==> src/include/phs_pkg.sv <==
// Register map, field layout and timing constants of the panel line sync generator.
package phs_pkg;
  // Register bus.
  localparam int unsigned PHS_ADDR_W        = 12;
  localparam int unsigned PHS_DATA_W        = 32;
  localparam int unsigned PHS_STRB_W        = 4;
  localparam logic [11:0] PHS_TIMING1_ADDR  = 12'h400;
  localparam logic [11:0] PHS_TIMING2_ADDR  = 12'h404;
  localparam logic [11:0] PHS_STATUS_ADDR   = 12'h408;
  // First panel timing register layout.
  localparam int unsigned PHS_FRAME_POL_BIT = 30;
  localparam int unsigned PHS_LINE_POL_BIT  = 29;
  localparam int unsigned PHS_SRC_BIT       = 27;
  localparam int unsigned PHS_LCOUNT_HI     = 26;
  localparam int unsigned PHS_LCOUNT_LO     = 16;
  localparam int unsigned PHS_LEAD_HI       = 7;
  localparam int unsigned PHS_LEAD_LO       = 5;
  localparam int unsigned PHS_TRAIL_HI      = 4;
  localparam int unsigned PHS_TRAIL_LO      = 0;
  localparam int unsigned PHS_LEAD_W        = 3;
  localparam int unsigned PHS_TRAIL_W       = 5;
  localparam int unsigned PHS_LCOUNT_W      = 11;
  localparam logic [31:0] PHS_TIMING1_MASK  = 32'h6fff_00ff;
  localparam logic [31:0] PHS_TIMING1_RESET = 32'h0000_0000;
  // Second panel timing register: only the output line sync polarity is kept.
  localparam int unsigned PHS_OUT_POL_BIT   = 22;
  localparam logic [31:0] PHS_TIMING2_MASK  = 32'h0040_0000;
  localparam logic [31:0] PHS_TIMING2_RESET = 32'h0000_0000;
  // Status register layout.
  localparam int unsigned PHS_ST_LINE_BIT   = 0;
  localparam int unsigned PHS_ST_FRAME_BIT  = 1;
  localparam int unsigned PHS_ST_PULSE_BIT  = 2;
  localparam int unsigned PHS_ST_SRC_BIT    = 3;
  localparam int unsigned PHS_ST_CNT_LO     = 8;
  // Edge timing: a non-zero leading code N places the edge N+1 clocks after the rise.
  localparam logic [2:0]  PHS_LEAD_NO_DELAY = 3'h0;
  localparam int unsigned PHS_LEAD_STEP     = 1;
  localparam int unsigned PHS_CNT_START     = 1;
endpackage

==> src/rtl/phs_line_sync_gen.sv <==
// Panel line sync generator with its timing registers on an APB slave port.
//
// Chosen here: the APB slave port.
`timescale 1ns/1ps
`default_nettype none
module phs_line_sync_gen
(
  // Clock and reset
  input  wire logic                              sys_clk_in,
  input  wire logic                              reset_in,
  // APB slave
  input  wire logic                              psel_in,
  input  wire logic                              penable_in,
  input  wire logic                              pwrite_in,
  input  wire logic [phs_pkg::PHS_ADDR_W-1:0]    paddr_in,
  input  wire logic [phs_pkg::PHS_DATA_W-1:0]    pwdata_in,
  input  wire logic [phs_pkg::PHS_STRB_W-1:0]    pstrb_in,
  output logic [phs_pkg::PHS_DATA_W-1:0]         prdata_out,
  output logic                                   pready_out,
  output logic                                   pslverr_out,
  // Pixel source syncs
  input  wire logic                              source_line_sync_in,
  input  wire logic                              source_frame_sync_in,
  // Panel side
  output logic                                   line_pulse_or_sync_out,
  output logic                                   frame_sync_active_out,
  output logic [phs_pkg::PHS_LCOUNT_W-1:0]       panel_line_count_out
);
  import phs_pkg::*;

  logic [31:0]              timing1_ff;
  logic [31:0]              timing2_ff;
  logic [31:0]              prdata_ff;
  logic [31:0]              nxt_timing1;
  logic [31:0]              nxt_timing2;
  logic [31:0]              rd_data;
  logic [31:0]              status_word;
  logic                     rd_hit;
  logic                     wr_en;
  logic                     line_level;
  logic                     frame_level;
  logic                     line_norm;
  logic                     line_norm_ff;
  logic                     line_rise;
  logic                     line_out_ff;
  logic                     frame_active_ff;
  logic                     frame_pol;
  logic                     line_pol;
  logic                     src;
  logic                     out_pol;
  logic [PHS_LEAD_W-1:0]    lead_code;
  logic [PHS_TRAIL_W-1:0]   trail_code;
  logic [PHS_TRAIL_W-1:0]   lead_pos;
  logic                     edge_pulse;
  logic [PHS_TRAIL_W-1:0]   edge_count;

  // Register fields.
  assign frame_pol  = timing1_ff[PHS_FRAME_POL_BIT];
  assign line_pol   = timing1_ff[PHS_LINE_POL_BIT];
  assign src        = timing1_ff[PHS_SRC_BIT];
  assign lead_code  = timing1_ff[PHS_LEAD_HI:PHS_LEAD_LO];
  assign trail_code = timing1_ff[PHS_TRAIL_HI:PHS_TRAIL_LO];
  assign out_pol    = timing2_ff[PHS_OUT_POL_BIT];

  // Byte-lane merge; reserved bits never store.
  function automatic logic [31:0] merge_lanes
  (
    input logic [31:0] old_v,
    input logic [31:0] new_v,
    input logic [3:0]  strb,
    input logic [31:0] mask
  );
    logic [31:0] res;
    res = old_v;
    for (int i = 0; i < PHS_STRB_W; i++)
    begin
      if (strb[i])
        res[8*i +: 8] = new_v[8*i +: 8];
    end
    return res & mask;
  endfunction

  // Address decode and read mux.
  always_comb
  begin
    rd_hit  = 1'b1;
    rd_data = '0;
    if (paddr_in == PHS_TIMING1_ADDR)
      rd_data = timing1_ff;
    else if (paddr_in == PHS_TIMING2_ADDR)
      rd_data = timing2_ff;
    else if (paddr_in == PHS_STATUS_ADDR)
      rd_data = status_word;
    else
      rd_hit = 1'b0;
  end

  always_comb
  begin
    status_word                                    = '0;
    status_word[PHS_ST_LINE_BIT]                   = line_norm;
    status_word[PHS_ST_FRAME_BIT]                  = frame_active_ff;
    status_word[PHS_ST_PULSE_BIT]                  = edge_pulse;
    status_word[PHS_ST_SRC_BIT]                    = src;
    status_word[PHS_ST_CNT_LO +: PHS_TRAIL_W]      = edge_count;
  end

  assign wr_en = psel_in && penable_in && pwrite_in && rd_hit;

  always_comb
  begin
    nxt_timing1 = timing1_ff;
    nxt_timing2 = timing2_ff;
    if (wr_en && paddr_in == PHS_TIMING1_ADDR)
      nxt_timing1 = merge_lanes(timing1_ff, pwdata_in, pstrb_in, PHS_TIMING1_MASK);
    else if (wr_en && paddr_in == PHS_TIMING2_ADDR)
      nxt_timing2 = merge_lanes(timing2_ff, pwdata_in, pstrb_in, PHS_TIMING2_MASK);
  end

  always_ff @(posedge sys_clk_in)
  begin
    if (reset_in)
    begin
      timing1_ff <= PHS_TIMING1_RESET;
      timing2_ff <= PHS_TIMING2_RESET;
    end
    else
    begin
      timing1_ff <= nxt_timing1;
      timing2_ff <= nxt_timing2;
    end
  end

  // Read data is captured in the setup cycle so the access phase needs no wait.
  always_ff @(posedge sys_clk_in)
  begin
    if (reset_in)
      prdata_ff <= '0;
    else if (psel_in && !penable_in && !pwrite_in)
      prdata_ff <= rd_data;
  end

  assign prdata_out  = prdata_ff;
  assign pready_out  = 1'b1;
  assign pslverr_out = psel_in && penable_in && !rd_hit;

  // Input syncs come from another chip, so each is resynchronised first.
  phs_pin_sync u_line_sync
  (
    .sys_clk_in (sys_clk_in),
    .reset_in   (reset_in),
    .pin_in     (source_line_sync_in),
    .level_out  (line_level)
  );

  phs_pin_sync u_frame_sync
  (
    .sys_clk_in (sys_clk_in),
    .reset_in   (reset_in),
    .pin_in     (source_frame_sync_in),
    .level_out  (frame_level)
  );

  // Polarity correction makes the sync interval read high internally.
  assign line_norm = line_level ^ line_pol;
  assign line_rise = line_norm && !line_norm_ff;

  always_ff @(posedge sys_clk_in)
  begin
    if (reset_in)
      line_norm_ff <= 1'b0;
    else
      line_norm_ff <= line_norm;
  end

  always_ff @(posedge sys_clk_in)
  begin
    if (reset_in)
      frame_active_ff <= 1'b0;
    else
      frame_active_ff <= frame_level ^ frame_pol;
  end

  assign frame_sync_active_out = frame_active_ff;
  assign panel_line_count_out  = timing1_ff[PHS_LCOUNT_HI:PHS_LCOUNT_LO];

  // The edge counter is held cleared unless internal generation is chosen.
  phs_edge_gen #(
    .CNT_W (PHS_TRAIL_W)
  ) u_edge_gen
  (
    .sys_clk_in (sys_clk_in),
    .reset_in   (reset_in),
    .enable_in  (src),
    .rise_in    (line_rise),
    .lead_in    (lead_code),
    .trail_in   (trail_code),
    .pulse_out  (edge_pulse),
    .count_out  (edge_count)
  );

  // Pass-through keeps the input level untouched; the internal pulse gets the output polarity.
  always_ff @(posedge sys_clk_in)
  begin
    if (reset_in)
      line_out_ff <= 1'b0;
    else if (!src)
      line_out_ff <= line_level;
    else
      line_out_ff <= edge_pulse ^ out_pol;
  end

  assign line_pulse_or_sync_out = line_out_ff;

  // Checks.
  assign lead_pos = (lead_code == PHS_LEAD_NO_DELAY) ? '0
                  : PHS_TRAIL_W'(lead_code) + PHS_TRAIL_W'(PHS_LEAD_STEP);
endmodule
`default_nettype wire

==> src/rtl/phs_pin_sync.sv <==
// Three-stage pin synchroniser with agreement filter on the last two stages.
`timescale 1ns/1ps
`default_nettype none
module phs_pin_sync
(
  // Clock and reset
  input  wire logic sys_clk_in,
  input  wire logic reset_in,
  // Asynchronous pin
  input  wire logic pin_in,
  // Filtered level
  output logic      level_out
);
  logic meta_ff;
  logic mid_ff;
  logic last_ff;
  logic level_ff;

  always_ff @(posedge sys_clk_in)
  begin
    if (reset_in)
    begin
      meta_ff <= 1'b0;
      mid_ff  <= 1'b0;
      last_ff <= 1'b0;
    end
    else
    begin
      meta_ff <= pin_in;
      mid_ff  <= meta_ff;
      last_ff <= mid_ff;
    end
  end

  // A change is accepted only once two settled stages agree.
  always_ff @(posedge sys_clk_in)
  begin
    if (reset_in)
      level_ff <= 1'b0;
    else if (mid_ff == last_ff)
      level_ff <= last_ff;
  end

  assign level_out = level_ff;
endmodule
`default_nettype wire

==> src/rtl/phs_edge_gen.sv <==
// Delay counter that places the generated line sync pulse after each input rise.
`timescale 1ns/1ps
`default_nettype none
module phs_edge_gen
#(
  parameter int unsigned CNT_W = phs_pkg::PHS_TRAIL_W
)
(
  // Clock and reset
  input  wire logic                        sys_clk_in,
  input  wire logic                        reset_in,
  // Control
  input  wire logic                        enable_in,
  input  wire logic                        rise_in,
  input  wire logic [phs_pkg::PHS_LEAD_W-1:0] lead_in,
  input  wire logic [CNT_W-1:0]            trail_in,
  // Result
  output logic                             pulse_out,
  output logic [CNT_W-1:0]                 count_out
);
  import phs_pkg::*;

  if (CNT_W < PHS_TRAIL_W)
  begin : g_bad_width
    $error("Counter narrower than the trailing edge field.");
  end

  localparam logic [CNT_W-1:0] CNT_MAX = {CNT_W{1'b1}};

  logic [CNT_W-1:0] cnt_ff;
  logic             run_ff;
  logic             pulse_ff;
  logic [CNT_W-1:0] pos;
  logic [CNT_W-1:0] lead_pos;
  logic             active;

  // Edges compare against the clocks elapsed since the rise; a lead past the trail gives none.
  always_comb
  begin
    pos      = rise_in ? '0 : cnt_ff;
    lead_pos = (lead_in == PHS_LEAD_NO_DELAY) ? '0
             : CNT_W'(lead_in) + CNT_W'(PHS_LEAD_STEP);
    active   = (rise_in || run_ff) && (pos >= lead_pos) && (pos < trail_in)
             && (lead_pos < trail_in);
  end

  always_ff @(posedge sys_clk_in)
  begin
    if (reset_in || !enable_in)
    begin
      cnt_ff <= '0;
      run_ff <= 1'b0;
    end
    else if (rise_in)
    begin
      cnt_ff <= CNT_W'(PHS_CNT_START);
      run_ff <= 1'b1;
    end
    else if (run_ff && cnt_ff != CNT_MAX)
      cnt_ff <= cnt_ff + CNT_W'(PHS_CNT_START);
    else
      run_ff <= 1'b0;
  end

  always_ff @(posedge sys_clk_in)
  begin
    if (reset_in || !enable_in)
      pulse_ff <= 1'b0;
    else
      pulse_ff <= active;
  end

  assign pulse_out = pulse_ff;
  assign count_out = cnt_ff;
endmodule
`default_nettype wire

==> config.mk <==
export PLATFORM = sky130hd
export DESIGN_NAME = phs_line_sync_gen
export DESIGN_NICKNAME = d
export VERILOG_FILES = /design/src/include/phs_pkg.sv /design/src/rtl/phs_line_sync_gen.sv /design/src/rtl/phs_pin_sync.sv /design/src/rtl/phs_edge_gen.sv
export SDC_FILE = /design/constraint.sdc
export NUM_CORES = 1
export LEC_CHECK = 0
export ABC_AREA = 1
export CAP_MARGIN = 20
export CORE_MARGIN = 10
export CORE_UTILIZATION = 40
export CTS_CLUSTER_SIZE = 14
export DETAILED_ROUTE_END_ITERATION = 10
export DONT_BUFFER_PORTS = 1
export GPL_TIMING_DRIVEN = 0
export PLACE_DENSITY = 0.63
export SKIP_CTS_REPAIR_TIMING = 1
export SLEW_MARGIN = 10
export SYNTH_ARGS = -nofsm -noshare
export SYNTH_HDL_FRONTEND = slang
export SYNTH_SLANG_ARGS = --single-unit
==> constraint.sdc <==
create_clock -name sys_clk_in -period 3.8 [get_ports sys_clk_in]
set_clock_uncertainty 0.2 [all_clocks]
set_input_delay 0.76 -clock sys_clk_in [delete_from_list [all_inputs] [get_ports sys_clk_in]]
set_output_delay 0.76 -clock sys_clk_in [all_outputs]
set_load 0.02 [all_outputs]
# Word-level counts from Yosys, hierarchy flattened
# Cells that the tools add are included.
totals:
  wordCells: 76
  out_inout_bits: 47
  mem_bits_rw: 0
  latch_bits: 0
  regBits: 73
  romBits: 0
  mem_count: 0
op_classes:
  addsub: 2
  div: 0
  eq_ne: 7
  n_reduce_logical: 27
  magnitude_cmp: 3
  n_shift: 0
  bitwise: 4
  muxes: 13
  mul: 0
op_table:
  columns: ["op", "count"]
  rows:
  - ["$eq 12x11->1 const B", 3]
  - ["$mux 32", 1]
  - ["$mux 23", 1]
  - ["$logic_and 1x1->1", 13]
  - ["$mux 13", 1]
  - ["$lt 5x5->1", 2]
  - ["$mux 5", 2]
  - ["$mux 1", 8]
  - ["$reduce_and 2->1", 3]
  - ["$add 5x1->5 const B", 1]
  - ["$ge 5x5->1", 1]
  - ["$logic_not 1->1", 5]
  - ["$ne 5x5->1 const B", 1]
  - ["$add 3x1->4 const B", 1]
  - ["$logic_not 3->1", 1]
  - ["$reduce_and 3->1", 1]
  - ["$xor 1x1->1", 3]
  - ["$eq 1x1->1", 2]
  - ["$logic_or 1x1->1", 2]
  - ["$ne 2x1->1 const B", 1]
  - ["$reduce_bool 2->1", 1]
  - ["$reduce_or 2->1", 1]
  - ["$not 1->1", 1]

# Depth between registers and ports, before layout
depth:
  word_depth: 8
  mapped_depth: 14
  ltp_nobuf: 14

# Hierarchy
# A second synthesis with hierarchy kept.
unflattened:
  hier_cells: 487
  hier_area_um2: 3433.3
modules_own_cells:
  columns: ["module", "seq_area_each_um2", "instances", "area_per_inst_um2", "cells_per_inst"]
  rows:
  - ["phs_line_sync_gen", 1061.0, 1, 2478.6, 347]
  - ["phs_edge_gen", 140.1, 1, 711.9, 114]
  - ["phs_pin_sync", 80.1, 2, 121.4, 13]

# Worst setup path after synthesis
# OpenSTA, ideal clock, no wires.
synth_timing:
  path_kind: "input to output"
  from: "input paddr_in[0] (netlist name)"
  to: "output pslverr_out"
  stages: 6
  setup_slack_ps: 1380
  arrival_time_ps: 1460
  cell_sequence: "inv_2 nand2_1 nor2_1 o21ai_0 nand2_1 nor2_1"
synth_via:
  elab_chain_cells: 6
synth_lines:
  columns: ["element", "line_no", "text"]
  rows:
  - ["from (decl)", "phs_line_sync_gen.sv:15", "input wire logic [phs_pkg::PHS_ADDR_W-1:0] paddr_in,"]
  - ["$eq 12x11->1", "phs_line_sync_gen.sv:92", "else if (paddr_in == PHS_STATUS_ADDR)"]
  - ["$mux 1", "phs_line_sync_gen.sv:92", null]
  - ["$mux 1", "phs_line_sync_gen.sv:90", "else if (paddr_in == PHS_TIMING2_ADDR)"]
  - ["$mux 1 (*)", "phs_line_sync_gen.sv:88", "if (paddr_in == PHS_TIMING1_ADDR)"]
  - ["$logic_not 1->1 (*)", "phs_line_sync_gen.sv:145", "assign pslverr_out = psel_in && penable_in && !rd_hit;"]
  - ["$logic_and 1x1->1 (*)", "phs_line_sync_gen.sv:145", null]
  - ["to (decl)", "phs_line_sync_gen.sv:20", "output logic pslverr_out,"]
# Mark *: on every way between the ends. The rest lies on a longest branch, timed or not.

# Final worst setup path
# Same ends and word-level chain as after synthesis.

==> results.json <==
{
  "outcome": "complete, no violations",
  "arrival_ns": 1.57,
  "synth_area_leaders": "dfxtp_1 (41%), nand2_1 (13%), nor2_1 (8.1%)",
  "synthCells": 477,
  "r2r-end": "u_edge_gen.pulse_out",
  "syn_to_final_growth_pct": 10.2,
  "reg2reg_from": "timing1_ff[5]",
  "cts_tree": "done",
  "layout-drive-gt1-share_pct": 11.1,
  "cts_inserted_buffers": 9,
  "crit_path_top_delay_cell": "nor2_1",
  "drv_cap": 0,
  "synth_top_area_share_pct": 40.9,
  "cts_max_path_buffers": 2,
  "ff_latch_area_sq_um": 1360,
  "path_cells": "inv_2, nand2_1, nor2_1, o21ai_0, nand2_1, nor2_1",
  "clk_latency_ns": 0.35,
  "avgViaCountPerCell": 4.68,
  "detail_route.wl_per_cell_um": 14.1,
  "rows": 33,
  "synth_edf_count": 0,
  "routabilityCongestion": 0.861,
  "post-place-ws_ns": 1.26,
  "final_nets": 560,
  "slew_violations": 0,
  "overflow": 0,
  "port_buffers": 0,
  "netlist_top_cells_count": "nand2_1 (119), nor2_1 (72), dfxtp_1 (68)",
  "critPathTopFamily": "simple AND/OR/NAND/NOR gates",
  "syn_area_sq_um": 3330,
  "drc": 0,
  "drt_pass1_iterations": 4,
  "clock_sinks": 68,
  "timing.fmax_mhz": 395,
  "dpl.hpwl_um": 6750,
  "cp_max_fo": 3,
  "hp-start": "u_frame_sync.meta_ff",
  "rrSetupSlack_ns": 1.69,
  "rsz0062_at_grt": "no",
  "largest_reg_flops": 27,
  "vias": 2816,
  "slew_headroom_pct": 66.6,
  "cp-end-kind": "primary output",
  "cts-root-buf": "clkbuf_8",
  "yosysTopAreaCell": "dfxtp_1",
  "hold_depth": 2,
  "grt_max_degree": 13,
  "multiInputGateArea_sq_um": 1520,
  "hp-class": "register to register",
  "yosys.cell_types.count": 29,
  "drt_iter0_markers": 160,
  "p_leak_nw": 1.80,
  "grt_pass1_vias": 2801,
  "required_ns": 2.84,
  "worstMarginPinSlew_ns": 0.501,
  "yosys_most_used_dff": "dfxtp_1",
  "die_y_um": 111,
  "yosys_register_bits": 68,
  "final_hold_viol_count": 0,
  "slowest_delay_ns": 0.33,
  "crit_type": "primary input to primary output",
  "fin_setup_tns_ns": 0,
  "min_period_ns": 2.53,
  "core_area_sq_um": 8180,
  "fin_crit_sh_pct": 66.6,
  "yosysMostFrequentCell": "nand2_1",
  "synth-async-reset-ratio_pct": 0,
  "start_util_pct": 40.7,
  "vdd_drop_max_v": 0.000196,
  "ys.warnings.count": 0,
  "seq_area_frac_synth_pct": 40.9,
  "avgSynthCellArea_sq_um": 6.98,
  "crit_buf_inv": 1,
  "power.density_nw_per_um2": 383,
  "grt_pass1_wl_um": 14000,
  "fillers": 843,
  "dieArea_sq_um": 12400,
  "min_to": "u_frame_sync.mid_ff",
  "grtUsageTotal_pct": 13.9,
  "htree_levels": 3,
  "setup_viol": 0,
  "setup_ws_ns": 1.27,
  "routed_wl_um": 8480,
  "die_width_um": 111,
  "grt_antenna_before_repair": 0,
  "pin_count": 102,
  "start_kind": "primary input",
  "antenna_left": 0,
  "antenna_cells": 0,
  "cts.clk_slew.worst_paths_ns": 0.07,
  "reg2reg_depth": 11
}
## routing by layer
layer	track usage [%]	wire (um)
met1	15.2	3560
met2	23.3	4050
met3	6.17	709
met4	4.80	161
met5	0	0
## area by class of cell
cell class / instances / share of cell area [%]
multi-input cells: 312 / 41.3
well taps: 105 / 3.58
clock buffers: 10 / 3.48
plain buffers: 33 / 5.77
inverters: 68 / 6.96
clock inverters: 6 / 1.74
flip-flops and latches: 68 / 37.1
## report_power, final
| part | leakage (nW) | total [mW] | internal [mW] | switching, mW |
|---|---|---|---|---|
| logic | 1.15 | 0.0615 | 0.0202 | 0.0413 |
| registers | 0.552 | 0.757 | 0.728 | 0.0281 |
| clock network | 0.0927 | 0.585 | 0.303 | 0.282 |
## cell usage in the layout (no fill, tap or decap), types with 2 or more instances in the layout
cell,synthesis,routed
nand2_1,119,119
nor2_1,72,72
dfxtp_1,68,68
inv_1,63,63
a21oi_1,33,33
o21ai_0,31,31
buf_4,17,17
ha_1,13,13
nand3_1,10,10
clkbuf_8,0,9
clkbuf_1,7,8
conb_1,2,6
inv_2,5,5
buf_2,5,5
nor3_1,4,4
o21a_1,4,4
nor2_2,3,3
a211oi_1,3,3
o211ai_1,3,3
nand4_4,2,2
buf_6,2,2
clkbuf_2,2,2
xor2_1,2,2
clkinvlp_4,0,2
clkinv_2,0,2
## tightest hold or removal path: stages (launching register included)
cell and delay (ns):
dfxtp_1 0.30, inv_1 0.04, nor2_1 0.03
## worst max-delay path by stage
| stage | end | cells after the start | startpoint | slack [ns] |
|---|---|---|---|---|
| 2_1_floorplan | pslverr_out | 6 | paddr_in[0] | 1.38 |
| 3_3_place_gp | pslverr_out | 6 | paddr_in[0] | 1.28 |
| 3_5_place_dp | pslverr_out | 6 | paddr_in[0] | 1.26 |
| 4_1_cts | pslverr_out | 6 | paddr_in[0] | 1.26 |
| 5_1_grt | pslverr_out | 6 | paddr_in[7] | 1.09 |
| 6_report | pslverr_out | 6 | paddr_in[0] | 1.27 |
## cell families (layout without fill, tap and decap cells)
kind of cell,Yosys count,count (layout),share of synthesized area [%]
other,2,6,0.226
XOR/XNOR,2,2,0.526
adder cells (fa/ha/maj),13,13,4.89
AO/OA/AOI/OAI,76,76,12.3
AND/OR/NAND/NOR,215,215,27.1
flip-flops,68,68,40.9
buffers and inverters,101,117,14.0
## through the flow
step | total power [mW] | instances | hold WS (ns) | cell area [sq um] | utilization, %
floorplan | 0.818 | 481 | 0.188 | 3340 | -
global placement | 0.835 | 586 | 0.194 | 3470 | 42.5
detailed placement | 0.836 | 586 | 0.198 | 3470 | 42.5
CTS | 1.41 | 602 | 0.209 | 3670 | 44.8
global route | 1.45 | 602 | 0.228 | 3670 | 44.8
finish | 1.40 | 602 | 0.207 | 3670 | 44.8
Note: power is estimated with default switching activity, not from simulation.
